### src/rtl/tlid_consts.svh
// constants for the tach, lock and identification output block
`ifndef TLID_CONSTS_SVH
`define TLID_CONSTS_SVH
`define TLID_ADR_CFG0 8'h00
`define TLID_ADR_CFG1 8'h04
`define TLID_ADR_STATUS 8'h08
`define TLID_CLK_HZ 20000000
`define TLID_IDENT_STEP_MS 1125
`define TLID_IDENT_STEP_CYC (`TLID_IDENT_STEP_MS * (`TLID_CLK_HZ / 1000))
`define TLID_IDENT_BASE_DHZ 28'h0000a6b
`define TLID_IDENT_INC_DHZ 28'h0000059
`define TLID_IDENT_HALF_DHZ 28'h5f5e100
`define TLID_TACH_SHIFT 7
`define TLID_CFG0_RST 32'h00000000
`define TLID_CFG1_RST 32'h00000000
`endif

### src/rtl/tlid_pkg.sv
// types for the tach, lock and identification output block
package tlid_pkg;
	typedef enum logic [1:0] {TLID_PH_IDLE, TLID_PH_FOC, TLID_PH_RAMP, TLID_PH_DRIVE} tlid_phase_t;
	typedef enum logic [1:0] {TLID_PWR_WAIT, TLID_LOAD, TLID_STANDBY} tlid_fsm_t;
	typedef struct packed {
		logic [12:0] rsvd;
		logic tach_output_enable;
		logic lock_output_enable;
		logic lock_active_level;
		logic ident_pattern_enable;
		logic [1:0] tach_start_select;
		logic [2:0] pole_pair_divider;
		logic [9:0] tach_gain;
	} tlid_cfg0_t;
	typedef struct packed {
		logic [14:0] rsvd;
		logic [5:0] ident_clock_freq_code;
		logic [2:0] ident_duration_code;
		logic [7:0] command_turn_on_threshold;
	} tlid_cfg1_t;
	typedef struct packed {
		logic wb_cyc;
		logic wb_stb;
		logic wb_we;
		logic [7:0] wb_adr;
		logic [3:0] wb_sel;
		logic [31:0] wb_dat;
	} tlid_wb_req_t;
	typedef struct packed {
		tlid_fsm_t fsm;
		tlid_cfg0_t cfg0;
		tlid_cfg1_t cfg1;
		logic reg_s1, reg_s2, spd_s1, spd_s2, uv_s1, uv_s2;
		logic ident_act, ident_done, id_clk;
		logic [27:0] id_acc;
		logic [31:0] id_cnt;
		logic [11:0] tach_acc;
		logic tach_lvl, stall, on_req, pin, ack;
		logic [31:0] rdata;
	} tlid_state_t;
endpackage : tlid_pkg

### src/rtl/tlid_top.sv
// tach / rotor-lock / identification clock driver for the shared output pin
//
// Chosen here: the register offsets and the Wishbone slave port.
`include "tlid_consts.svh"
module tlid_top #(
	parameter logic [31:0] IDENT_STEP_CYCLES = `TLID_IDENT_STEP_CYC
) (
	input wire logic clock_in,
	input wire logic rst_n_in,
	input wire logic clk_en_in,
	input wire tlid_pkg::tlid_wb_req_t wb_req_in,
	output logic [31:0] wb_dat_out,
	output logic wb_ack_out,
	input wire logic regulators_ok_in,
	input wire tlid_pkg::tlid_cfg0_t nvm_cfg0_in,
	input wire tlid_pkg::tlid_cfg1_t nvm_cfg1_in,
	input wire logic nvm_valid_in,
	input wire logic speed_command_pin_in,
	input wire logic undervoltage_lockout_in,
	input wire logic [7:0] command_in,
	input wire tlid_pkg::tlid_phase_t motor_phase_in,
	input wire logic elec_pulse_in,
	input wire logic stall_in,
	output logic tach_lock_pin_out,
	output logic standby_out,
	output logic motor_on_req_out,
	output logic stall_flag_out
);
	import tlid_pkg::*;

	tlid_state_t st, nxt;
	logic tach_run;
	logic cmd_on;
	logic [27:0] id_inc;
	logic [31:0] id_limit;
	logic [12:0] tach_sum;
	logic [11:0] tach_thr;
	logic [31:0] wmask;

	always_comb begin
		nxt = st;
		cmd_on = command_in > st.cfg1.command_turn_on_threshold;
		case (st.cfg0.tach_start_select)
			2'h0: tach_run = motor_phase_in != TLID_PH_IDLE;
			2'h1: tach_run = motor_phase_in == TLID_PH_RAMP || motor_phase_in == TLID_PH_DRIVE;
			default: tach_run = motor_phase_in == TLID_PH_DRIVE;
		endcase
		id_inc = `TLID_IDENT_BASE_DHZ
			+ 28'(st.cfg1.ident_clock_freq_code) * `TLID_IDENT_INC_DHZ;
		id_limit = 32'({29'h0, st.cfg1.ident_duration_code} + 32'h1) * IDENT_STEP_CYCLES;
		tach_sum = 13'(st.tach_acc) + 13'(st.cfg0.tach_gain) + 13'h1;
		tach_thr = 12'({1'b0, st.cfg0.pole_pair_divider} + 4'h1) << `TLID_TACH_SHIFT;
		for (int i = 0; i < 4; i++) begin
			wmask[i*8 +: 8] = {8{wb_req_in.wb_sel[i]}};
		end
		// synchronisers for pins
		nxt.reg_s1 = regulators_ok_in;
		nxt.reg_s2 = st.reg_s1;
		nxt.spd_s1 = speed_command_pin_in;
		nxt.spd_s2 = st.spd_s1;
		nxt.uv_s1 = undervoltage_lockout_in;
		nxt.uv_s2 = st.uv_s1;
		// power-up sequence
		case (st.fsm)
			TLID_PWR_WAIT: begin
				if (st.reg_s2) begin
					nxt.fsm = TLID_LOAD;
				end
			end
			TLID_LOAD: begin
				if (nvm_valid_in) begin
					nxt.cfg0 = nvm_cfg0_in;
					nxt.cfg1 = nvm_cfg1_in;
					nxt.fsm = TLID_STANDBY;
				end
			end
			default: nxt.fsm = TLID_STANDBY;
		endcase
		nxt.on_req = st.fsm == TLID_STANDBY && cmd_on;
		nxt.stall = stall_in;
		// identification pattern
		if (st.uv_s2) begin
			nxt.ident_act = 1'b0;
			nxt.ident_done = 1'b0;
		end else if (st.ident_act) begin
			nxt.id_cnt = st.id_cnt + 32'h1;
			if (st.id_acc + id_inc >= `TLID_IDENT_HALF_DHZ) begin
				nxt.id_acc = st.id_acc + id_inc - `TLID_IDENT_HALF_DHZ;
				nxt.id_clk = ~st.id_clk;
			end else begin
				nxt.id_acc = st.id_acc + id_inc;
			end
			if (st.id_cnt + 32'h1 >= id_limit || st.spd_s2 || cmd_on) begin
				nxt.ident_act = 1'b0;
				nxt.ident_done = 1'b1;
			end
		end else if (st.fsm == TLID_STANDBY && !st.ident_done) begin
			nxt.ident_done = 1'b1;
			if (st.cfg0.ident_pattern_enable && !st.spd_s2 && !cmd_on) begin
				nxt.ident_act = 1'b1;
				nxt.id_cnt = 32'h0;
				nxt.id_acc = 28'h0;
				nxt.id_clk = 1'b0;
				nxt.ident_done = 1'b0;
			end
		end
		// tach divider
		if (!st.cfg0.tach_output_enable || !tach_run) begin
			nxt.tach_acc = 12'h0;
		end else if (elec_pulse_in) begin
			if (tach_sum >= 13'(tach_thr)) begin
				nxt.tach_lvl = ~st.tach_lvl;
				nxt.tach_acc = (tach_sum - 13'(tach_thr) >= 13'(tach_thr)) ?
					tach_thr - 12'h1 : 12'(tach_sum - 13'(tach_thr));
			end else begin
				nxt.tach_acc = 12'(tach_sum);
			end
		end
		// pin priority
		if (st.uv_s2) begin
			nxt.pin = 1'b1;
		end else if (st.ident_act) begin
			nxt.pin = st.id_clk;
		end else if (st.cfg0.lock_output_enable && st.stall) begin
			nxt.pin = ~st.cfg0.lock_active_level;
		end else if (st.cfg0.tach_output_enable && tach_run) begin
			nxt.pin = st.tach_lvl;
		end else begin
			nxt.pin = 1'b1;
		end
		// wishbone slave, one wait state
		nxt.ack = wb_req_in.wb_cyc && wb_req_in.wb_stb && !st.ack;
		nxt.rdata = 32'h0;
		if (nxt.ack) begin
			if (wb_req_in.wb_adr == `TLID_ADR_CFG0) begin
				nxt.rdata = st.cfg0;
				if (wb_req_in.wb_we && st.fsm == TLID_STANDBY) begin
					nxt.cfg0 = (st.cfg0 & ~wmask) | (wb_req_in.wb_dat & wmask);
					nxt.cfg0.rsvd = '0;
				end
			end else if (wb_req_in.wb_adr == `TLID_ADR_CFG1) begin
				nxt.rdata = st.cfg1;
				if (wb_req_in.wb_we && st.fsm == TLID_STANDBY) begin
					nxt.cfg1 = (st.cfg1 & ~wmask) | (wb_req_in.wb_dat & wmask);
					nxt.cfg1.rsvd = '0;
				end
			end else if (wb_req_in.wb_adr == `TLID_ADR_STATUS) begin
				nxt.rdata = {22'h0, st.fsm, st.uv_s2, st.stall, st.ident_act,
					st.ident_done, st.on_req, st.tach_lvl, st.pin, st.spd_s2};
			end
		end
	end

	always_ff @(posedge clock_in or negedge rst_n_in) begin
		if (!rst_n_in) begin
			st <= '{fsm: TLID_PWR_WAIT, cfg0: `TLID_CFG0_RST, cfg1: `TLID_CFG1_RST,
				pin: 1'b1, default: '0};
		end else if (clk_en_in) begin
			st <= nxt;
		end
	end

	assign wb_dat_out = st.rdata;
	assign wb_ack_out = st.ack;
	assign tach_lock_pin_out = st.pin;
	assign standby_out = st.fsm == TLID_STANDBY;
	assign motor_on_req_out = st.on_req;
	assign stall_flag_out = st.stall;
endmodule // tlid_top

### config.mk
export PLATFORM = sky130hd
export DESIGN_NAME = tlid_top
export DESIGN_NICKNAME = d
export VERILOG_FILES = /design/src/rtl/tlid_pkg.sv /design/src/rtl/tlid_top.sv
export VERILOG_INCLUDE_DIRS = /design/src /design/src/rtl
export SDC_FILE = /design/constraint.sdc
export NUM_CORES = 1
export LEC_CHECK = 0
export ABC_CLOCK_PERIOD_IN_PS = 10800
export BUFFER_PORTS_ARGS = -buffer_cell sky130_fd_sc_hd__buf_2
export CAP_MARGIN = 15
export CORE_MARGIN = 3
export CORE_UTILIZATION = 40
export DETAILED_ROUTE_END_ITERATION = 12
export PLACE_DENSITY = 0.56
export SLEW_MARGIN = 20
export SYNTH_ARGS = -nofsm -noshare
export SYNTH_HDL_FRONTEND = slang
export SYNTH_SLANG_ARGS = --single-unit
### constraint.sdc
create_clock -name clock_in -period 10.8 [get_ports clock_in]
set_input_delay 2.16 -clock clock_in [delete_from_list [all_inputs] [get_ports clock_in]]
set_output_delay 2.16 -clock clock_in [all_outputs]
set_load 0.005 [all_outputs]
**After elaboration in Yosys (flattened, before gate mapping)**

Index checks and enable logic that the tools add are counted.

- Register bits after elaboration: 184
- Bits of input ports: 130
- Logic and storage cells: 134

- Add/sub/neg operators: 10
- Multiply operators: 2
- Order comparisons: 5
- Equal/unequal tests: 11
- Mux-type cells: 31
- Bitwise gates (word level): 11
- Reductions and logical operators: 33

Operators with widths:

| operator | number |
|---|---|
| $mux 32 | 8 |
| $mux 63 | 3 |
| $mux 64 | 2 |
| $mux 66 | 1 |
| $and 19x19->19 | 2 |
| $mux 12 | 3 |
| $add 32x1->32 const B | 1 |
| $ge 32x29->1 | 1 |
| $add 28x14->28 | 1 |
| $ge 28x27->1 const B | 1 |
| $mux 28 | 1 |
| $sub 28x27->28 const B | 1 |
| $ge 13x11->1 | 2 |
| $mul 4x20->24 const B | 1 |
| $not 19->19 | 1 |
| $or 19x19->19 | 1 |
| $and 17x17->17 | 1 |
| $or 17x17->17 | 1 |
| $add 12x13->14 const A | 1 |
| $add 12x10->13 | 1 |
| $add 13x1->13 const B | 1 |
| $mul 6x7->13 const B | 1 |
| $mux 13 | 1 |
| $sub 13x11->13 | 1 |
| other kinds (27) | 65 |

**Longest topological paths before layout**

- Depth in word-level cells: 8
- Depth in mapped cells: 29
- Gate-level depth less buffers: 27

**Least setup slack after synthesis**

OpenSTA, ideal clock, no wires.

- Path kind: register to register
- Start: reg (tool-made name)
- End: reg st[110] (netlist bit)
- Data arrival time: 6012 ps
- Data required time: 10667 ps
- Slack: 4655 ps
- Cell stages (with the launch flop): 30
- Path buffers: 2
- Period minus slack after synthesis: 6145 ps
- Cells stage by stage: dfrtp_1 -> clkbuf_1 -> inv_1 -> ha_1 -> inv_1 -> ha_1 -> ha_1 -> clkbuf_1 -> xor2_1 -> inv_2 -> ha_1 -> a21o_1 -> a31oi_1 -> o21bai_1 -> a31o_2 -> a31o_2 -> a21oi_1 -> inv_1 -> a21oi_1 -> xor2_1 -> ha_1 -> a21o_1 -> a21oi_1 -> o21ai_0 -> a21oi_1 -> nor2_1 -> or4_1 -> a211oi_1 -> nor2_1 -> a2bb2oi_1

RTL lines:

| item | line | RTL |
|---|---|---|
| to (signal assigned) | tlid_top.sv:156 | `` st <= '{fsm: TLID_PWR_WAIT, cfg0: `TLID_CFG0_RST, cfg1: `TLID_CFG1_RST, `` |
| to (signal assigned) | tlid_top.sv:159 | `st <= nxt;` |
| to (decl) | tlid_top.sv:31 | `tlid_state_t st, nxt;` |

==> flow_metrics.tcl <==
set metrics [dict create \
    maximum_number_of_pins_on_one_net_before_global_route_repair 105 \
    maxSlewViolCount 0 \
    clk_pin_slew_worst_paths_ps 80 \
    hpwl_um 27450 \
    layout.cell_area.non_filler_um2 15090 \
    avgSynthCellArea_um2 8.672 \
    reg2regPathDepth 27 \
    cp_common_cell "ha_1" \
    worst_setup_path_endpoint "st[110]" \
    cts_max_level 4 \
    synth.cell_area_um2 13610 \
    detail_route.wl_per_cell_um 17.74 \
    synthTopCellsByArea "dfrtp_1 34%, ha_1 11%, nand2_1 5.8%" \
    crit_path_max_incr_delay_ps 710 \
    yosys.area.top_type "dfrtp_1" \
    yosys-top-cells-count "211 x nand2_1, 183 x dfrtp_1, 127 x inv_1, 115 x ha_1, 106 x a21oi_1" \
    floorplan.die_area_um2 36270 \
    synth_fp_nets 1836 \
    timing.critical_path.max_delay_family "compound AO/OA/AOI/OAI gates" \
    report.final.hold_viol_count 0 \
    synth_flop_cell "dfrtp_1" \
    cts.sinks 184 \
    data_arrival_at_the_endpoint_of_the_critical_path_ps 7360 \
    ioPinCount 167 \
    critical_path_class "register to register" \
    timing.clock.skew_ps 13.90 \
    crit_buf_inv 3 \
    ys_warn_count 0 \
    post-route-drc-count 0 \
    die_height_um 190.4 \
    period_share 0.6521 \
    cp_data_required_time_ps 11110 \
    ys_seq_elements 184 \
    drt-total-wl_um 37340 \
    max-slew-margin-rel 0.3221 \
    synth_largest_type_area_fraction 0.3366 \
    number_of_buffers_on_the_longest_clock_path 2 \
    maxClockFrequency_mhz 142.0 \
    synthCells 1569 \
    overflow_after_grt 0 \
    synthToLayoutAreaGrowth_pct 10.88 \
    clock_tree_from_tritoncts "yes" \
    fillCellCount 3330 \
    ratio_of_cells_with_drive_above_1_in_the_final_layout 0.1371 \
    grt_first_pass_wirelength_um 60840 \
    initial_standard_cell_utilization_of_the_core 0.4119 \
    cts_post_setup_buffers_inserted 0 \
    chipWidth_um 190.4 \
    synthMostInstantiatedCell "nand2_1" \
    timing.final.ws_setup_ps 3758 \
    critPathCaptureType "register" \
    dp_worst_setup_slack_ps 3798 \
    hold_path.class "register to register" \
    outcome "finished, final reports clean" \
    grt_pass1_vias 11510 \
    worstMarginPinSlew_ps 1014 \
    cell_at_the_slowest_stage_of_the_critical_path "dfrtp_1" \
    max_cap_viol 0 \
    drtIter0Drc 771 \
    route.detailed.vias_per_inst 5.459 \
    numCtsBuffers 17 \
    worstSetupPathDepth 27 \
    ys_types 80 \
    cp_max_fo 15 \
    ctsRootBufferMaster "clkbuf_16" \
    globalRouteTotalUtil 0.2094 \
    report.final.setup_viol 0 \
    finalNetCount 1917 \
    num_vias 11490 \
    globalplace.congestion 0.8572 \
    grt_setup_unrepaired "false" \
    synth-edff-count 0 \
    antenna_cells 0 \
    synth-async-reset-ratio 1.000 \
    setup_tns_ps 0 \
    cts_hold_buffers 0 \
    placementRows 66 \
    ant_nets 0 \
    timing.final.crit_period_ps 7042 \
    setup.reg_to_reg.worst_slack_ps 3760 \
    cts_resized 0 \
    firstDrtPassIters 5 \
    place_area_um2 14510 \
    rr_endpoint "st[110]" \
    synth.yosys.seq_area_share 0.3385 \
    critPathLaunchType "register" \
    core_um2 33030 \
    clk-insertion-delay-late_ps 450 \
    antenna_found_initial 2 \
    buffer_ports.inserted 152 \
]
==> worst min path at each step <==
stage	startpoint	end	slack, ps	depth (start not counted)
3_3_place_gp	st[90]	st[90]	470	2
2_1_floorplan	register	register	450	2
5_1_grt	register	register	530	2
4_1_cts	register	register	490	2
6_report	register	register	480	2
3_5_place_dp	register	register	470	2
==> kinds of logic after synthesis <==
family,share of synthesized area
simple gates,0.1571
mux,0.02943
flops,0.3385
compound gates,0.2035
buf+inv,0.07366
xor+xnor,0.05968
fa+ha+maj,0.1381
==> layout make-up <==
| type | instances | area [um^2] | share of cell area |
|---|---|---|---|
| multi-input cells | 1156 | 8021 | 0.5317 |
| clock buffers | 18 | 439.2 | 0.02911 |
| clock inverters | 14 | 131.4 | 0.008708 |
| well taps | 442 | 553.0 | 0.03666 |
| inverters | 128 | 480.5 | 0.03185 |
| repair buffers | 163 | 855.8 | 0.05673 |
| flip-flops and latches | 184 | 4606 | 0.3053 |
==> cell usage in the layout, fill, tap and decap left out, drive strengths merged, types with 22 or more instances in the layout <==
cell type and instances:
nand3 37, ha 115, nand2 211, dfrtp 183
mux2i 31, nand4 22, a21oi 108, xor2 35
nor2 98, a22o 28, o22ai 37, xnor2 55
buf 162, o21ai 100, inv 135, fa 22
==> per-layer routing <==
metal	GRT usage	share of wire	vias to the layer above
li1	-	-	5652
met2	0.3379	0.46	265
met5	0	0.00062	-
met4	0.05871	0.021	4
met1	0.2909	0.47	5524
met3	0.03603	0.046	47
==> tightest hold or removal path, cell delays in order (launching register included) <==
cell and delay, ps:
dfrtp_1 350, nand2_1 50, nand2_1 50
==> stage by stage <==
| stage | cells | utilization | hold slack (ps) |
|---|---|---|---|
| global route | 2105 | 0.4567 | 529.1 |
| floorplan | 1569 | - | 445.8 |
| detailed placement | 2073 | 0.4394 | 467.8 |
| CTS | 2105 | 0.4566 | 486.5 |
| finish | 2105 | 0.4567 | 484.4 |
| global placement | 2073 | 0.4394 | 465.9 |
Power is left out: the tool's default activity adds up to more than one toggle a clock period on the data nets, which glitch-free logic cannot reach.
